**src/verilog/drc_pkg.sv**
```systemverilog
/*
 * constants, field layout and carrier types of the diagnostic readout block.
 * assumes a 16-bit serial frame, msb first, and one 250 MHz system clock.
 */
// Overview of operation
// - read command returns status then clears latches
// - only a valid read frame clears latches
// - configuration write returns status without clearing
// - top two bits undriven, then 10101
// - bits 8..0 carry error, enable, flags, diagnosis
// - load bits priority encoded, supply/shorted/open
// - channel pair 01 vs, 10 gnd, 11 normal
// - code 0000 for power-on reset or undervoltage
// - overcurrent flag low and latched on excess
// - limit reduction flag low and latched on heat
// - overtemperature flag low and latched on shutdown
// - enable bit live, OR of both enable bits
// - frame error flag set and latched
// - frame error reads 0 after valid read frame
package drc_pkg;
   localparam int FRAME_BITS = 16;
   localparam logic [4:0] FRAME_BITS_CNT = 5'h10;
   localparam logic [7:0] CMD_DIAG_READ_CLEAR = 8'h09;
   localparam logic [4:0] VERIFY_PATTERN = 5'h15;
   localparam int POS_VERIFY_LSB = 9;
   localparam int POS_FRAME_ERR = 8;
   localparam int POS_EN_LIVE = 7;
   localparam int POS_OVERTEMP = 6;
   localparam int POS_LIMIT_RED = 5;
   localparam int POS_OVERCURRENT = 4;
   localparam logic [4:0] HIZ_BITS = 5'h02;
   localparam logic [3:0] DIAG_SUPPLY = 4'h0;
   localparam logic [3:0] DIAG_SHORTED = 4'hc;
   localparam logic [3:0] DIAG_OPEN = 4'h3;
   localparam logic [1:0] PAIR_SHORT_VS = 2'h1;
   localparam logic [1:0] PAIR_SHORT_GND = 2'h2;
   localparam logic [1:0] PAIR_NORMAL = 2'h3;

   // latched fault set, also used as snapshot and event vector
   typedef struct packed {
      logic por;
      logic shorted_load;
      logic open_load;
      logic ch2_short_vs;
      logic ch2_short_gnd;
      logic ch1_short_vs;
      logic ch1_short_gnd;
      logic overcurrent;
      logic limit_temp;
      logic shutdown_temp;
      logic frame_err;
   } drc_latch_s;

   localparam drc_latch_s LATCH_RESET = '{por: 1'b1, default: 1'b0};

   typedef enum logic {DRC_IDLE, DRC_FRAME} drc_state_e;
endpackage : drc_pkg
```
**src/verilog/drc_diag_readout.sv**
```systemverilog
/*
 * serial diagnostic readout: frame receive, response shift-out, fault latches.
 * assumes serial pins and fault levels are synchronous to i_clk and that the
 * serial clock is slow against i_clk (at least two i_clk periods per phase).
 */
`timescale 1ns/1ns
module drc_diag_readout (
   input wire logic i_clk,
   input wire logic i_rst_n,
   input wire logic i_cs_n,
   input wire logic i_sclk,
   input wire logic i_mosi,
   output logic o_miso,
   output logic o_miso_oe,
   input wire logic i_output_enable_cfg_a,
   input wire logic i_output_enable_cfg_b,
   input wire logic i_ch1_short_vs,
   input wire logic i_ch1_short_gnd,
   input wire logic i_ch2_short_vs,
   input wire logic i_ch2_short_gnd,
   input wire logic i_shorted_load,
   input wire logic i_open_load,
   input wire logic i_supply_undervoltage,
   input wire logic i_low_side_overcurrent,
   input wire logic i_limit_reduction_temp,
   input wire logic i_shutdown_temp
);
   drc_pkg::drc_state_e state_reg;
   drc_pkg::drc_latch_s latch_reg;
   drc_pkg::drc_latch_s latch_next;
   drc_pkg::drc_latch_s snap_reg;
   drc_pkg::drc_latch_s event_vec;
   drc_pkg::drc_latch_s clear_vec;
   logic cs_n_d_reg;
   logic sclk_d_reg;
   logic [15:0] rx_reg;
   logic [15:0] tx_reg;
   logic [4:0] rx_cnt_reg;
   logic [4:0] tx_cnt_reg;
   logic frame_start;
   logic frame_end;
   logic sclk_rise;
   logic sclk_fall;
   logic frame_valid;
   logic read_cmd;
   logic clear_now;
   logic en_live;

   ////////////////////////////////////////////////////////////////////////
   // four load diagnosis bits, highest priority first
   function automatic logic [3:0] encode_diag(input drc_pkg::drc_latch_s l,
                                              input logic uv);
      logic [1:0] p2;
      logic [1:0] p1;
      p2 = l.ch2_short_vs ? drc_pkg::PAIR_SHORT_VS :
           l.ch2_short_gnd ? drc_pkg::PAIR_SHORT_GND : drc_pkg::PAIR_NORMAL;
      p1 = l.ch1_short_vs ? drc_pkg::PAIR_SHORT_VS :
           l.ch1_short_gnd ? drc_pkg::PAIR_SHORT_GND : drc_pkg::PAIR_NORMAL;
      if (l.por || uv) begin
         encode_diag = drc_pkg::DIAG_SUPPLY;
      end else if (l.shorted_load) begin
         encode_diag = drc_pkg::DIAG_SHORTED;
      end else if (l.open_load) begin
         encode_diag = drc_pkg::DIAG_OPEN;
      end else begin
         encode_diag = {p2, p1};
      end
   endfunction : encode_diag

   // full response word from current latches and live levels
   function automatic logic [15:0] build_resp(input drc_pkg::drc_latch_s l,
                                              input logic uv, input logic en);
      logic [15:0] w;
      w = 16'h0000;
      w[drc_pkg::POS_VERIFY_LSB +: 5] = drc_pkg::VERIFY_PATTERN;
      w[drc_pkg::POS_FRAME_ERR] = l.frame_err;
      w[drc_pkg::POS_EN_LIVE] = en;
      w[drc_pkg::POS_OVERTEMP] = ~l.shutdown_temp;
      w[drc_pkg::POS_LIMIT_RED] = ~l.limit_temp;
      w[drc_pkg::POS_OVERCURRENT] = ~l.overcurrent;
      w[3:0] = encode_diag(l, uv);
      build_resp = w;
   endfunction : build_resp

   ////////////////////////////////////////////////////////////////////////
   // pin edge detection and frame decode
   assign frame_start = cs_n_d_reg && !i_cs_n;
   assign frame_end = (state_reg == drc_pkg::DRC_FRAME) && i_cs_n;
   assign sclk_rise = (state_reg == drc_pkg::DRC_FRAME) && i_sclk && !sclk_d_reg;
   assign sclk_fall = (state_reg == drc_pkg::DRC_FRAME) && !i_sclk && sclk_d_reg;
   assign frame_valid = (rx_cnt_reg == drc_pkg::FRAME_BITS_CNT);
   assign read_cmd = (rx_reg[15:8] == drc_pkg::CMD_DIAG_READ_CLEAR);
   assign clear_now = frame_end && frame_valid && read_cmd;
   assign en_live = i_output_enable_cfg_a | i_output_enable_cfg_b;

   // undriven during the two leading bits and outside frames
   assign o_miso_oe = (state_reg == drc_pkg::DRC_FRAME) &&
                      (tx_cnt_reg >= drc_pkg::HIZ_BITS) &&
                      (tx_cnt_reg < drc_pkg::FRAME_BITS_CNT);
   assign o_miso = tx_reg[15];

   // delayed copies of the pins for edge detection
   always_ff @(posedge i_clk or negedge i_rst_n) begin
      if (!i_rst_n) begin
         cs_n_d_reg <= 1'b1;
         sclk_d_reg <= 1'b0;
      end else begin
         cs_n_d_reg <= i_cs_n;
         sclk_d_reg <= i_sclk;
      end
   end

   // frame state
   always_ff @(posedge i_clk or negedge i_rst_n) begin
      if (!i_rst_n) begin
         state_reg <= drc_pkg::DRC_IDLE;
      end else begin
         case (state_reg)
            drc_pkg::DRC_IDLE: begin
               if (frame_start) begin
                  state_reg <= drc_pkg::DRC_FRAME;
               end
            end
            drc_pkg::DRC_FRAME: begin
               if (i_cs_n) begin
                  state_reg <= drc_pkg::DRC_IDLE;
               end
            end
            default: begin
               state_reg <= drc_pkg::DRC_IDLE;
            end
         endcase
      end
   end

   // receive shifter, sampled on serial clock rise, count saturates
   always_ff @(posedge i_clk or negedge i_rst_n) begin
      if (!i_rst_n) begin
         rx_reg <= 16'h0000;
         rx_cnt_reg <= 5'h00;
      end else if (frame_start) begin
         rx_cnt_reg <= 5'h00;
      end else if (sclk_rise) begin
         rx_reg <= {rx_reg[14:0], i_mosi};
         if (rx_cnt_reg != 5'h1f) begin
            rx_cnt_reg <= rx_cnt_reg + 5'h01;
         end
      end
   end

   // response shifter, loaded at frame start, advanced on clock fall
   always_ff @(posedge i_clk or negedge i_rst_n) begin
      if (!i_rst_n) begin
         tx_reg <= 16'h0000;
         tx_cnt_reg <= 5'h00;
         snap_reg <= '0;
      end else if (frame_start) begin
         tx_reg <= build_resp(latch_reg, i_supply_undervoltage, en_live);
         tx_cnt_reg <= 5'h00;
         snap_reg <= latch_reg;
      end else if (sclk_fall) begin
         tx_reg <= {tx_reg[14:0], 1'b0};
         if (tx_cnt_reg != 5'h1f) begin
            tx_cnt_reg <= tx_cnt_reg + 5'h01;
         end
      end
   end

   ////////////////////////////////////////////////////////////////////////
   // fault events; set wins over clear, only bits latched at frame start are cleared
   always_comb begin
      event_vec = '0;
      event_vec.shorted_load = i_shorted_load;
      event_vec.open_load = i_open_load;
      event_vec.ch2_short_vs = i_ch2_short_vs;
      event_vec.ch2_short_gnd = i_ch2_short_gnd;
      event_vec.ch1_short_vs = i_ch1_short_vs;
      event_vec.ch1_short_gnd = i_ch1_short_gnd;
      event_vec.overcurrent = i_low_side_overcurrent;
      event_vec.limit_temp = i_limit_reduction_temp;
      event_vec.shutdown_temp = i_shutdown_temp;
      event_vec.frame_err = frame_end && !frame_valid;
      clear_vec = clear_now ? snap_reg : drc_pkg::drc_latch_s'('0);
      latch_next = (latch_reg & ~clear_vec) | event_vec;
   end

   // latch storage; power-on reset indication set by reset itself
   always_ff @(posedge i_clk or negedge i_rst_n) begin
      if (!i_rst_n) begin
         latch_reg <= drc_pkg::LATCH_RESET;
      end else begin
         latch_reg <= latch_next;
      end
   end

   ////////////////////////////////////////////////////////////////////////
   // checks
   property p_no_clear_invalid;
      @(posedge i_clk) disable iff (!i_rst_n)
      (frame_end && !frame_valid) |=>
         ((latch_reg & $past(latch_reg)) == $past(latch_reg));
   endproperty
   a_no_clear_invalid: assert property (p_no_clear_invalid)
      else $error("invalid frame cleared latched data");

   property p_no_clear_other;
      @(posedge i_clk) disable iff (!i_rst_n)
      (frame_end && frame_valid && !read_cmd) |=>
         ((latch_reg & $past(latch_reg)) == $past(latch_reg));
   endproperty
   a_no_clear_other: assert property (p_no_clear_other)
      else $error("non-read frame cleared latched data");

   property p_read_clears;
      @(posedge i_clk) disable iff (!i_rst_n)
      (clear_now && event_vec == '0) |=> ((latch_reg & $past(snap_reg)) == '0);
   endproperty
   a_read_clears: assert property (p_read_clears)
      else $error("read command left reported bits set");

   property p_hiz_lead;
      @(posedge i_clk) disable iff (!i_rst_n)
      frame_start |=> !o_miso_oe;
   endproperty
   a_hiz_lead: assert property (p_hiz_lead)
      else $error("output driven in leading bits");

   property p_pattern;
      @(posedge i_clk) disable iff (!i_rst_n)
      frame_start |=> (tx_reg[drc_pkg::POS_VERIFY_LSB +: 5] == drc_pkg::VERIFY_PATTERN) &&
         (tx_reg[drc_pkg::POS_EN_LIVE] == $past(en_live));
   endproperty
   a_pattern: assert property (p_pattern)
      else $error("verification pattern or enable bit wrong");

   property p_supply_code;
      @(posedge i_clk) disable iff (!i_rst_n)
      (frame_start && latch_reg.por) |=> (tx_reg[3:0] == drc_pkg::DIAG_SUPPLY);
   endproperty
   a_supply_code: assert property (p_supply_code)
      else $error("power-on reset not reported as 0000");

   property p_oc_flag;
      @(posedge i_clk) disable iff (!i_rst_n)
      (frame_start && latch_reg.overcurrent) |=> !tx_reg[drc_pkg::POS_OVERCURRENT];
   endproperty
   a_oc_flag: assert property (p_oc_flag)
      else $error("overcurrent not reported low");

   // overcurrent event is latched on the next edge, whatever else happens
   property p_oc_latch;
      @(posedge i_clk) disable iff (!i_rst_n)
      i_low_side_overcurrent |=> latch_reg.overcurrent;
   endproperty
   a_oc_latch: assert property (p_oc_latch)
      else $error("overcurrent event not latched");

   property p_frame_err;
      @(posedge i_clk) disable iff (!i_rst_n)
      (frame_end && !frame_valid) |=> latch_reg.frame_err [*2];
   endproperty
   a_frame_err: assert property (p_frame_err)
      else $error("frame error not latched");

   property p_hold;
      @(posedge i_clk) disable iff (!i_rst_n)
      (latch_reg.shutdown_temp && !clear_now) |=> latch_reg.shutdown_temp;
   endproperty
   a_hold: assert property (p_hold)
      else $error("latched fault dropped without read");

   c_read: cover property (@(posedge i_clk) disable iff (!i_rst_n) clear_now);
   c_invalid: cover property (@(posedge i_clk) disable iff (!i_rst_n)
      frame_end && !frame_valid);
   c_other: cover property (@(posedge i_clk) disable iff (!i_rst_n)
      frame_end && frame_valid && !read_cmd);
endmodule : drc_diag_readout

```
**config.mk**
```make
export PLATFORM = sky130hd
export DESIGN_NAME = drc_diag_readout
export DESIGN_NICKNAME = d
export VERILOG_FILES = /design/src/verilog/drc_pkg.sv /design/src/verilog/drc_diag_readout.sv
export SDC_FILE = /design/constraint.sdc
export NUM_CORES = 1
export LEC_CHECK = 0
export BUFFER_PORTS_ARGS = -buffer_cell sky130_fd_sc_hd__buf_2
export CAP_MARGIN = 15
export CELL_PAD_IN_SITES_DETAIL_PLACEMENT = 1
export CELL_PAD_IN_SITES_GLOBAL_PLACEMENT = 2
export CORE_ASPECT_RATIO = 1.75
export CORE_MARGIN = 5
export CORE_UTILIZATION = 30
export DETAILED_ROUTE_END_ITERATION = 10
export GPL_TIMING_DRIVEN = 1
export PLACE_DENSITY = 0.63
export REMOVE_ABC_BUFFERS = 1
export SLEW_MARGIN = 5
export SYNTH_ARGS = -nofsm -noshare
export SYNTH_HDL_FRONTEND = slang
export SYNTH_SLANG_ARGS = --single-unit
```
**constraint.sdc**
```tcl
create_clock -name i_clk -period 1.7 [get_ports i_clk]
set_clock_uncertainty 0.05 [all_clocks]
set_input_delay 0.17 -clock i_clk [delete_from_list [all_inputs] [get_ports i_clk]]
set_output_delay 0.17 -clock i_clk [all_outputs]
set_load 0.05 [all_outputs]
```
==> results of run 1 <==
-- placed cells by master, fill, tap and decap left out, types with 4 or more instances in the layout --
| cell | Yosys | final |
|---|---|---|
| nor2_1 | 18 | 18 |
| o21ai_0 | 6 | 6 |
| clkbuf_16 | 0 | 9 |
| nor3b_1 | 10 | 9 |
| buf_2 | 9 | 17 |
| clkinv_2 | 0 | 4 |
| buf_6 | 0 | 6 |
| nand3_1 | 7 | 7 |
| a31oi_1 | 11 | 11 |
| dlygate4sd3_1 | 0 | 4 |
| mux2_1 | 16 | 16 |
| dfrtp_1 | 65 | 65 |
| mux2i_1 | 5 | 5 |
| nand2b_1 | 4 | 4 |
| buf_4 | 2 | 28 |
| inv_1 | 7 | 5 |
| a21oi_1 | 8 | 8 |
| nand2_1 | 54 | 53 |
-- final cells by class --
cell class / instances / area share [%]
sequential: 67 / 43.2
multi-input combinational: 183 / 33.2
timing repair buffer: 58 / 11.9
clock buffer: 11 / 6.24
tap: 125 / 4.02
inverter: 7 / 0.804
clock inverter: 5 / 0.740
-- power breakdown --
part | total, W | internal, W | switching (W)
Sequential | 0.00181 | 0.00174 | 0.0000750
Combinational | 0.000413 | 0.000206 | 0.000207
Clock | 0.00168 | 0.00102 | 0.000667
Total | 0.00391 | 0.00296 | 0.000949
-- cell usage after synthesis (2+ instances only) --
cell type	n	share of area [%]
dfrtp_1	65	55
nand2_1	54	6.9
nor2_1	18	2.3
mux2_1	16	6.1
a31oi_1	11	2.3
nor3b_1	10	2.5
buf_2	9	1.5
a21oi_1	8	1.4
inv_1	7	0.89
nand3_1	7	1.2
ha_1	6	2.5
o21ai_0	6	1.0
mux2i_1	5	1.7
nand2b_1	4	0.85
a2bb2oi_1	3	0.89
and3_1	3	0.64
clkbuf_1	3	0.38
o311a_1	3	1.0
or3_1	3	0.64
a211oi_1	2	0.51
buf_4	2	0.51
dfstp_2	2	1.8
xnor2_1	2	0.59
-- worst paths after layout --
path / endpoint / depth (start not counted) / from / slack, ns
max: rx_cnt_reg[2] / 7 / rx_cnt_reg[0] / -0.09
min: latch_reg[3] / 3 / i_low_side_overcurrent / 0.06
max reg2reg: rx_cnt_reg[2] / 7 / rx_cnt_reg[0] / -0.09
min reg2reg: latch_reg[10] / 1 / snap_reg[10] / 0.37
max in group asynchronous: latch_reg[10] / 3 / i_rst_n / 0.74
min in group asynchronous: rx_reg[0] / 2 / i_rst_n / 0.28
-- routing by layer --
metal | track usage (%) | vias to the layer above | wire length, µm
met5 | 0 | - | 0
met4 | 7.51 | 0 | 176
met3 | 1.99 | 10 | 117
met2 | 24.1 | 16 | 4170
met1 | 14.0 | 1135 | 2860
li1 | - | 1057 | -
-- cell families (layout without fill, tap and decap cells) --
| group | after synthesis | in the layout | share of synthesized area (%) |
|---|---|---|---|
| adder cells (fa/ha/maj) | 6 | 6 | 2.55 |
| XOR/XNOR | 2 | 2 | 0.594 |
| AND/OR/NAND/NOR | 114 | 114 | 19.8 |
| multiplexers | 21 | 21 | 7.81 |
| flip-flops | 67 | 67 | 56.9 |
| buffers and inverters | 21 | 81 | 3.31 |
| AO/OA/AOI/OAI | 40 | 40 | 9.04 |
-- through the flow --
step / instances / hold WS [ns] / setup TNS, ns / utilization [%] / total power [W]
after global routing: 456 / 0.0579 / -1.07 / 40.0 / 0.00412
final: 456 / 0.0559 / -0.370 / 40.0 / 0.00391
after global placement: 425 / 0.0972 / -1.48 / 34.4 / 0.00219
after detailed placement: 425 / 0.0943 / -1.85 / 34.4 / 0.00220
after CTS: 453 / 0.0378 / -0.524 / 39.0 / 0.00396
after floorplan: 257 / -0.176 / -21.29 / - / 0.00202
-- worst register-to-register path: stages (launching register included) --
cell and delay [ns]:
dfrtp_1 0.38, ha_2 0.19, and3_4 0.15, ha_4 0.14, nor4bb_1 0.27, buf_4 0.21
a211oi_2 0.07, a31o_2 0.22
-- what timing repair did --
item | CTS | global route
gates cloned | 0 | 1
hold buffers | 4 | 0
endpoints found under the setup margin | 27 | 23
buffers inserted | 8 | 4
gates resized for setup | 14 | 21
pin swaps | 11 | 9
endpoints found under the hold margin | 18 | 0
==> results_dict.tcl, run 1 <==
set metrics [dict create \
    status "finished with violations" \
    violations "negative setup slack" \
    clockBufferDepth 2 \
    fp-row-count 48 \
    synth_edf_count 0 \
    final_nets 349 \
    p_leak_nw 1.77 \
    timing.fmax_ghz 0.559 \
    syn-instance-count 271 \
    h-tree-depth 3 \
    hold_viol 0 \
    first_iter_violations 72 \
    slowest_stage "dfrtp_1" \
    setup.worst_path.end_class "flop" \
    dieHeight_um 141 \
    slew-limit-headroom_pct 68.2 \
    grt_pass1_vias 2545 \
    numCtsBuffers 9 \
    synthFlopType "dfrtp_1" \
    clock-sinks 67 \
    synth.avg_cell_area_um2 10.9 \
    setup_violations 6 \
    multi_input_area_mm2 0.00129 \
    drt-total-wl_mm 7.33 \
    fillers 1110 \
    period_needed_ns 1.79 \
    drc 0 \
    ir_drop_mv 0.580 \
    grt_max_degree 30 \
    slew_violations 0 \
    ioPinCount 19 \
    max_stage_delay_ns 0.38 \
    hold_class "in2reg" \
    syn-cell-area_mm2 0.00295 \
    place.port_buffers 18 \
    pre_cts_slack_ns -0.166 \
    hpwl_mm 4.91 \
    crit_buf_inv 1 \
    drtPass1Iterations 4 \
    post_drt_wl_per_cell_um 16.1 \
    cts-root-buf "clkbuf_16" \
    rsz0062_at_grt "yes" \
    design_area_mm2 0.00389 \
    worstPathRequired_ns 1.87 \
    cap_violations 0 \
    vias_per_cell 4.86 \
    power_density_mw_per_mm2 1000 \
    area_delta_synth_final_pct 31.9 \
    coreArea_mm2 0.00973 \
    tightest_slew_ns 0.477 \
    gp_congestion 0.702 \
    ant_nets 0 \
    antenna_found_initial 0 \
    clock_latency_ns 0.33 \
    cp_top_family "simple AND/OR/NAND/NOR gates" \
    min_period_over_period_pct 105 \
    worstPathMaxFanout 6 \
    ys_seq_area_share_pct 56.9 \
    worstSetupPathType "reg2reg" \
    drive_gt1_share_pct 28.7 \
    worst_slack_ns -0.0885 \
    grt-ovfl-total 0 \
    clkTransAtPathRegs_ns 0.06 \
    cp.arrival_ns 1.96 \
    cp-start-kind "flop" \
    ys_async_sr_fraction_pct 100 \
    register_area_mm2 0.00168 \
    dpl_cell_area_mm2 0.00335 \
    yosys_warnings 0 \
    grt_pass1_wl_mm 12.3 \
    cts_tree "done" \
    diodes 0 \
    yosys.cell_types.count 45 \
    fp.dieArea_mm2 0.0120 \
    initial_utilization_pct 30.3 \
    crit_chain "ha_2 -> and3_4 -> ha_4 -> nor4bb_1 -> buf_4 -> a211oi_2 -> a31o_2" \
    synth_seq_cells 67 \
    num_vias 2218 \
    die_width_um 85.0 \
    grtUsageTotal_pct 13.2 \
]
Power figures use the tool's default switching activity.
==> run 2: changes to the inputs <==
--- a/config.mk
+++ b/config.mk
@@ -7,16 +7,15 @@
 export LEC_CHECK = 0
 export BUFFER_PORTS_ARGS = -buffer_cell sky130_fd_sc_hd__buf_2
 export CAP_MARGIN = 15
-export CELL_PAD_IN_SITES_DETAIL_PLACEMENT = 1
-export CELL_PAD_IN_SITES_GLOBAL_PLACEMENT = 2
 export CORE_ASPECT_RATIO = 1.75
 export CORE_MARGIN = 5
 export CORE_UTILIZATION = 30
 export DETAILED_ROUTE_END_ITERATION = 10
 export GPL_TIMING_DRIVEN = 1
-export PLACE_DENSITY = 0.63
+export PLACE_DENSITY = 0.46
 export REMOVE_ABC_BUFFERS = 1
 export SLEW_MARGIN = 5
 export SYNTH_ARGS = -nofsm -noshare
 export SYNTH_HDL_FRONTEND = slang
 export SYNTH_SLANG_ARGS = --single-unit
+export TNS_END_PERCENT = 10
==> run 2 against run 1 <==
The run still ends with negative setup slack left. Via count shrank 2.8%. Die area is the same. Total power grew 2.9%. Cell area fell by 1.5%. Final cell count shrank 2.0%. Combinational power down 4%. Critical path depth is the same. Sequential power is essentially flat. Global-route usage is 1.1 points lower. Wire length shrank 12%. Worst setup slack got worse by 0.013 ns.
==> results_dict.tcl, run 2 (synthesis results as in run 1) <==
set metrics [dict create \
    setup-tns-final_ns -0.492 \
    setup_violations 10 \
    cp-start-kind "flop" \
    ant_nets 0 \
    antenna_found_initial 0 \
    highest_layer "met4" \
    cp.arrival_ns 1.97 \
    status "finished with violations" \
    vias_per_cell 4.82 \
    final_cell_mix "dfrtp_1 (65), nand2_1 (53), buf_4 (22)" \
    grt_max_degree 55 \
    drt-total-wl_mm 6.42 \
    coreArea_mm2 0.00973 \
    crit_start "rx_cnt_reg[1]" \
    crit_chain "ha_2 -> and3_4 -> ha_4 -> nor4bb_1 -> buf_4 -> a211oi_2 -> a31o_2" \
    period_needed_ns 1.80 \
    initial_utilization_pct 30.3 \
    timing.fmax_ghz 0.555 \
    diodes 0 \
    holdCritStartpoint "i_ch2_short_gnd" \
    fillers 985 \
    final_nets 340 \
    hold_viol 0 \
    grt_pass1_wl_mm 11.3 \
    rsz0062_at_grt "yes" \
    hpwl_mm 4.28 \
    drtPass1Iterations 4 \
    power_density_mw_per_mm2 1050 \
    cts-root-buf "clkbuf_16" \
    fp-row-count 48 \
    slew-limit-headroom_pct 76.6 \
    slew_violations 0 \
    die_width_um 85.0 \
    drc 0 \
    h-tree-depth 3 \
    cts_tree "done" \
    num_vias 2155 \
    tightest_slew_ns 0.352 \
    met1_length_mm 2.75 \
    setup.worst_path.end_class "flop" \
    dr_wl_met2_mm 3.32 \
    ioPinCount 19 \
    clock-sinks 67 \
    clock_latency_ns 0.33 \
    grtUsageTotal_pct 12.1 \
    gp_congestion 0.724 \
    p_leak_nw 1.73 \
    first_iter_violations 93 \
    place.port_buffers 18 \
    slowest_stage "dfrtp_1" \
    cap_violations 0 \
    worstPathRequired_ns 1.87 \
    min_period_over_period_pct 106 \
    worstSetupPathType "reg2reg" \
    drive_gt1_share_pct 26.4 \
    numCtsBuffers 9 \
    violations "negative setup slack" \
    max_stage_delay_ns 0.38 \
    clockBufferDepth 2 \
    post_drt_wl_per_cell_um 14.4 \
    ir_drop_mv 0.492 \
    final_common_cell "dfrtp_1" \
    crit_buf_inv 1 \
    whs_ns 0.0519 \
    worstPathMaxFanout 6 \
    multi_input_area_mm2 0.00130 \
    met3WireLength_um 161 \
    fp.dieArea_mm2 0.0120 \
    final_util_pct 39.4 \
    grt-ovfl-total 0 \
    p_total_w 0.00402 \
    r2r-start "rx_cnt_reg[1]" \
    register_area_mm2 0.00168 \
    worst_slack_ns -0.101 \
    clkTransAtPathRegs_ns 0.06 \
    pre_cts_slack_ns -0.164 \
    area_delta_synth_final_pct 30.0 \
    grt_pass1_vias 2317 \
    cp_top_family "simple AND/OR/NAND/NOR gates" \
    dieHeight_um 141 \
    hold_class "in2reg" \
]
## run 2: changes by cell type in the layout (fill, tap and decap cells not counted), moves of 2 or more
| cell | delta |
|---|---|
| a21oi_1 | -3 |
| clkbuf_1 | +2 |
| inv_4 | -2 |
| a21oi_2 | +3 |
| clkinv_2 | -2 |
| buf_6 | -3 |
| buf_4 | -6 |
| inv_2 | +2 |
## run 2: layout make-up
class                   count  area share, %
inverters                   7          0.686
multi-input cells         183           33.8
clock buffers              13           6.53
repair buffers             49           10.0
clock inverters             3           1.04
well taps                 125           4.08
flip-flops and latches     67           43.8
## run 2: path summary, 6_finish.rpt
check                      cells past startpoint  slack (ns)             to
setup / recovery                               7       -0.10  rx_cnt_reg[2]
setup reg to reg                               7       -0.10  rx_cnt_reg[2]
hold reg to reg                                1        0.36  latch_reg[10]
hold / removal                                 3        0.05   latch_reg[6]
max in group asynchronous                      3        0.71     cs_n_d_reg
min in group asynchronous                      2        0.23      rx_reg[0]
## run 2: timing repair
item	CTS	global route
hold endpoints to repair	16	0
pin swaps	7	8
setup endpoints to repair	9	20
buffers inserted	1	4
resized for setup	9	19
hold buffers	4	0
## run 2: worst min-delay path: stages
cell and delay (ns):
buf_2 0.10, nor2_1 0.07, a31oi_1 0.04
## run 2: per-layer routing
metal  GRT usage [%]  vias up
met4            7.51        0
met1            14.4     1075
met2            19.7       26
li1                -     1042
met3            2.57       12
met5               0        -
## run 2: per-stage QoR
step / cells / cell area, µm²
after floorplan: 257 / 2880
after global placement: 422 / 3340
after detailed placement: 422 / 3340
after CTS: 443 / 3710
after global routing: 447 / 3830
final: 447 / 3830
## run 2: where the power goes
part / leakage, nW / internal, W / total [W] / switching (W)
Sequential: 0.806 / 0.00174 / 0.00181 / 0.0000747
Clock: 0.144 / 0.00117 / 0.00181 / 0.000643
Combinational: 0.776 / 0.000201 / 0.000398 / 0.000197
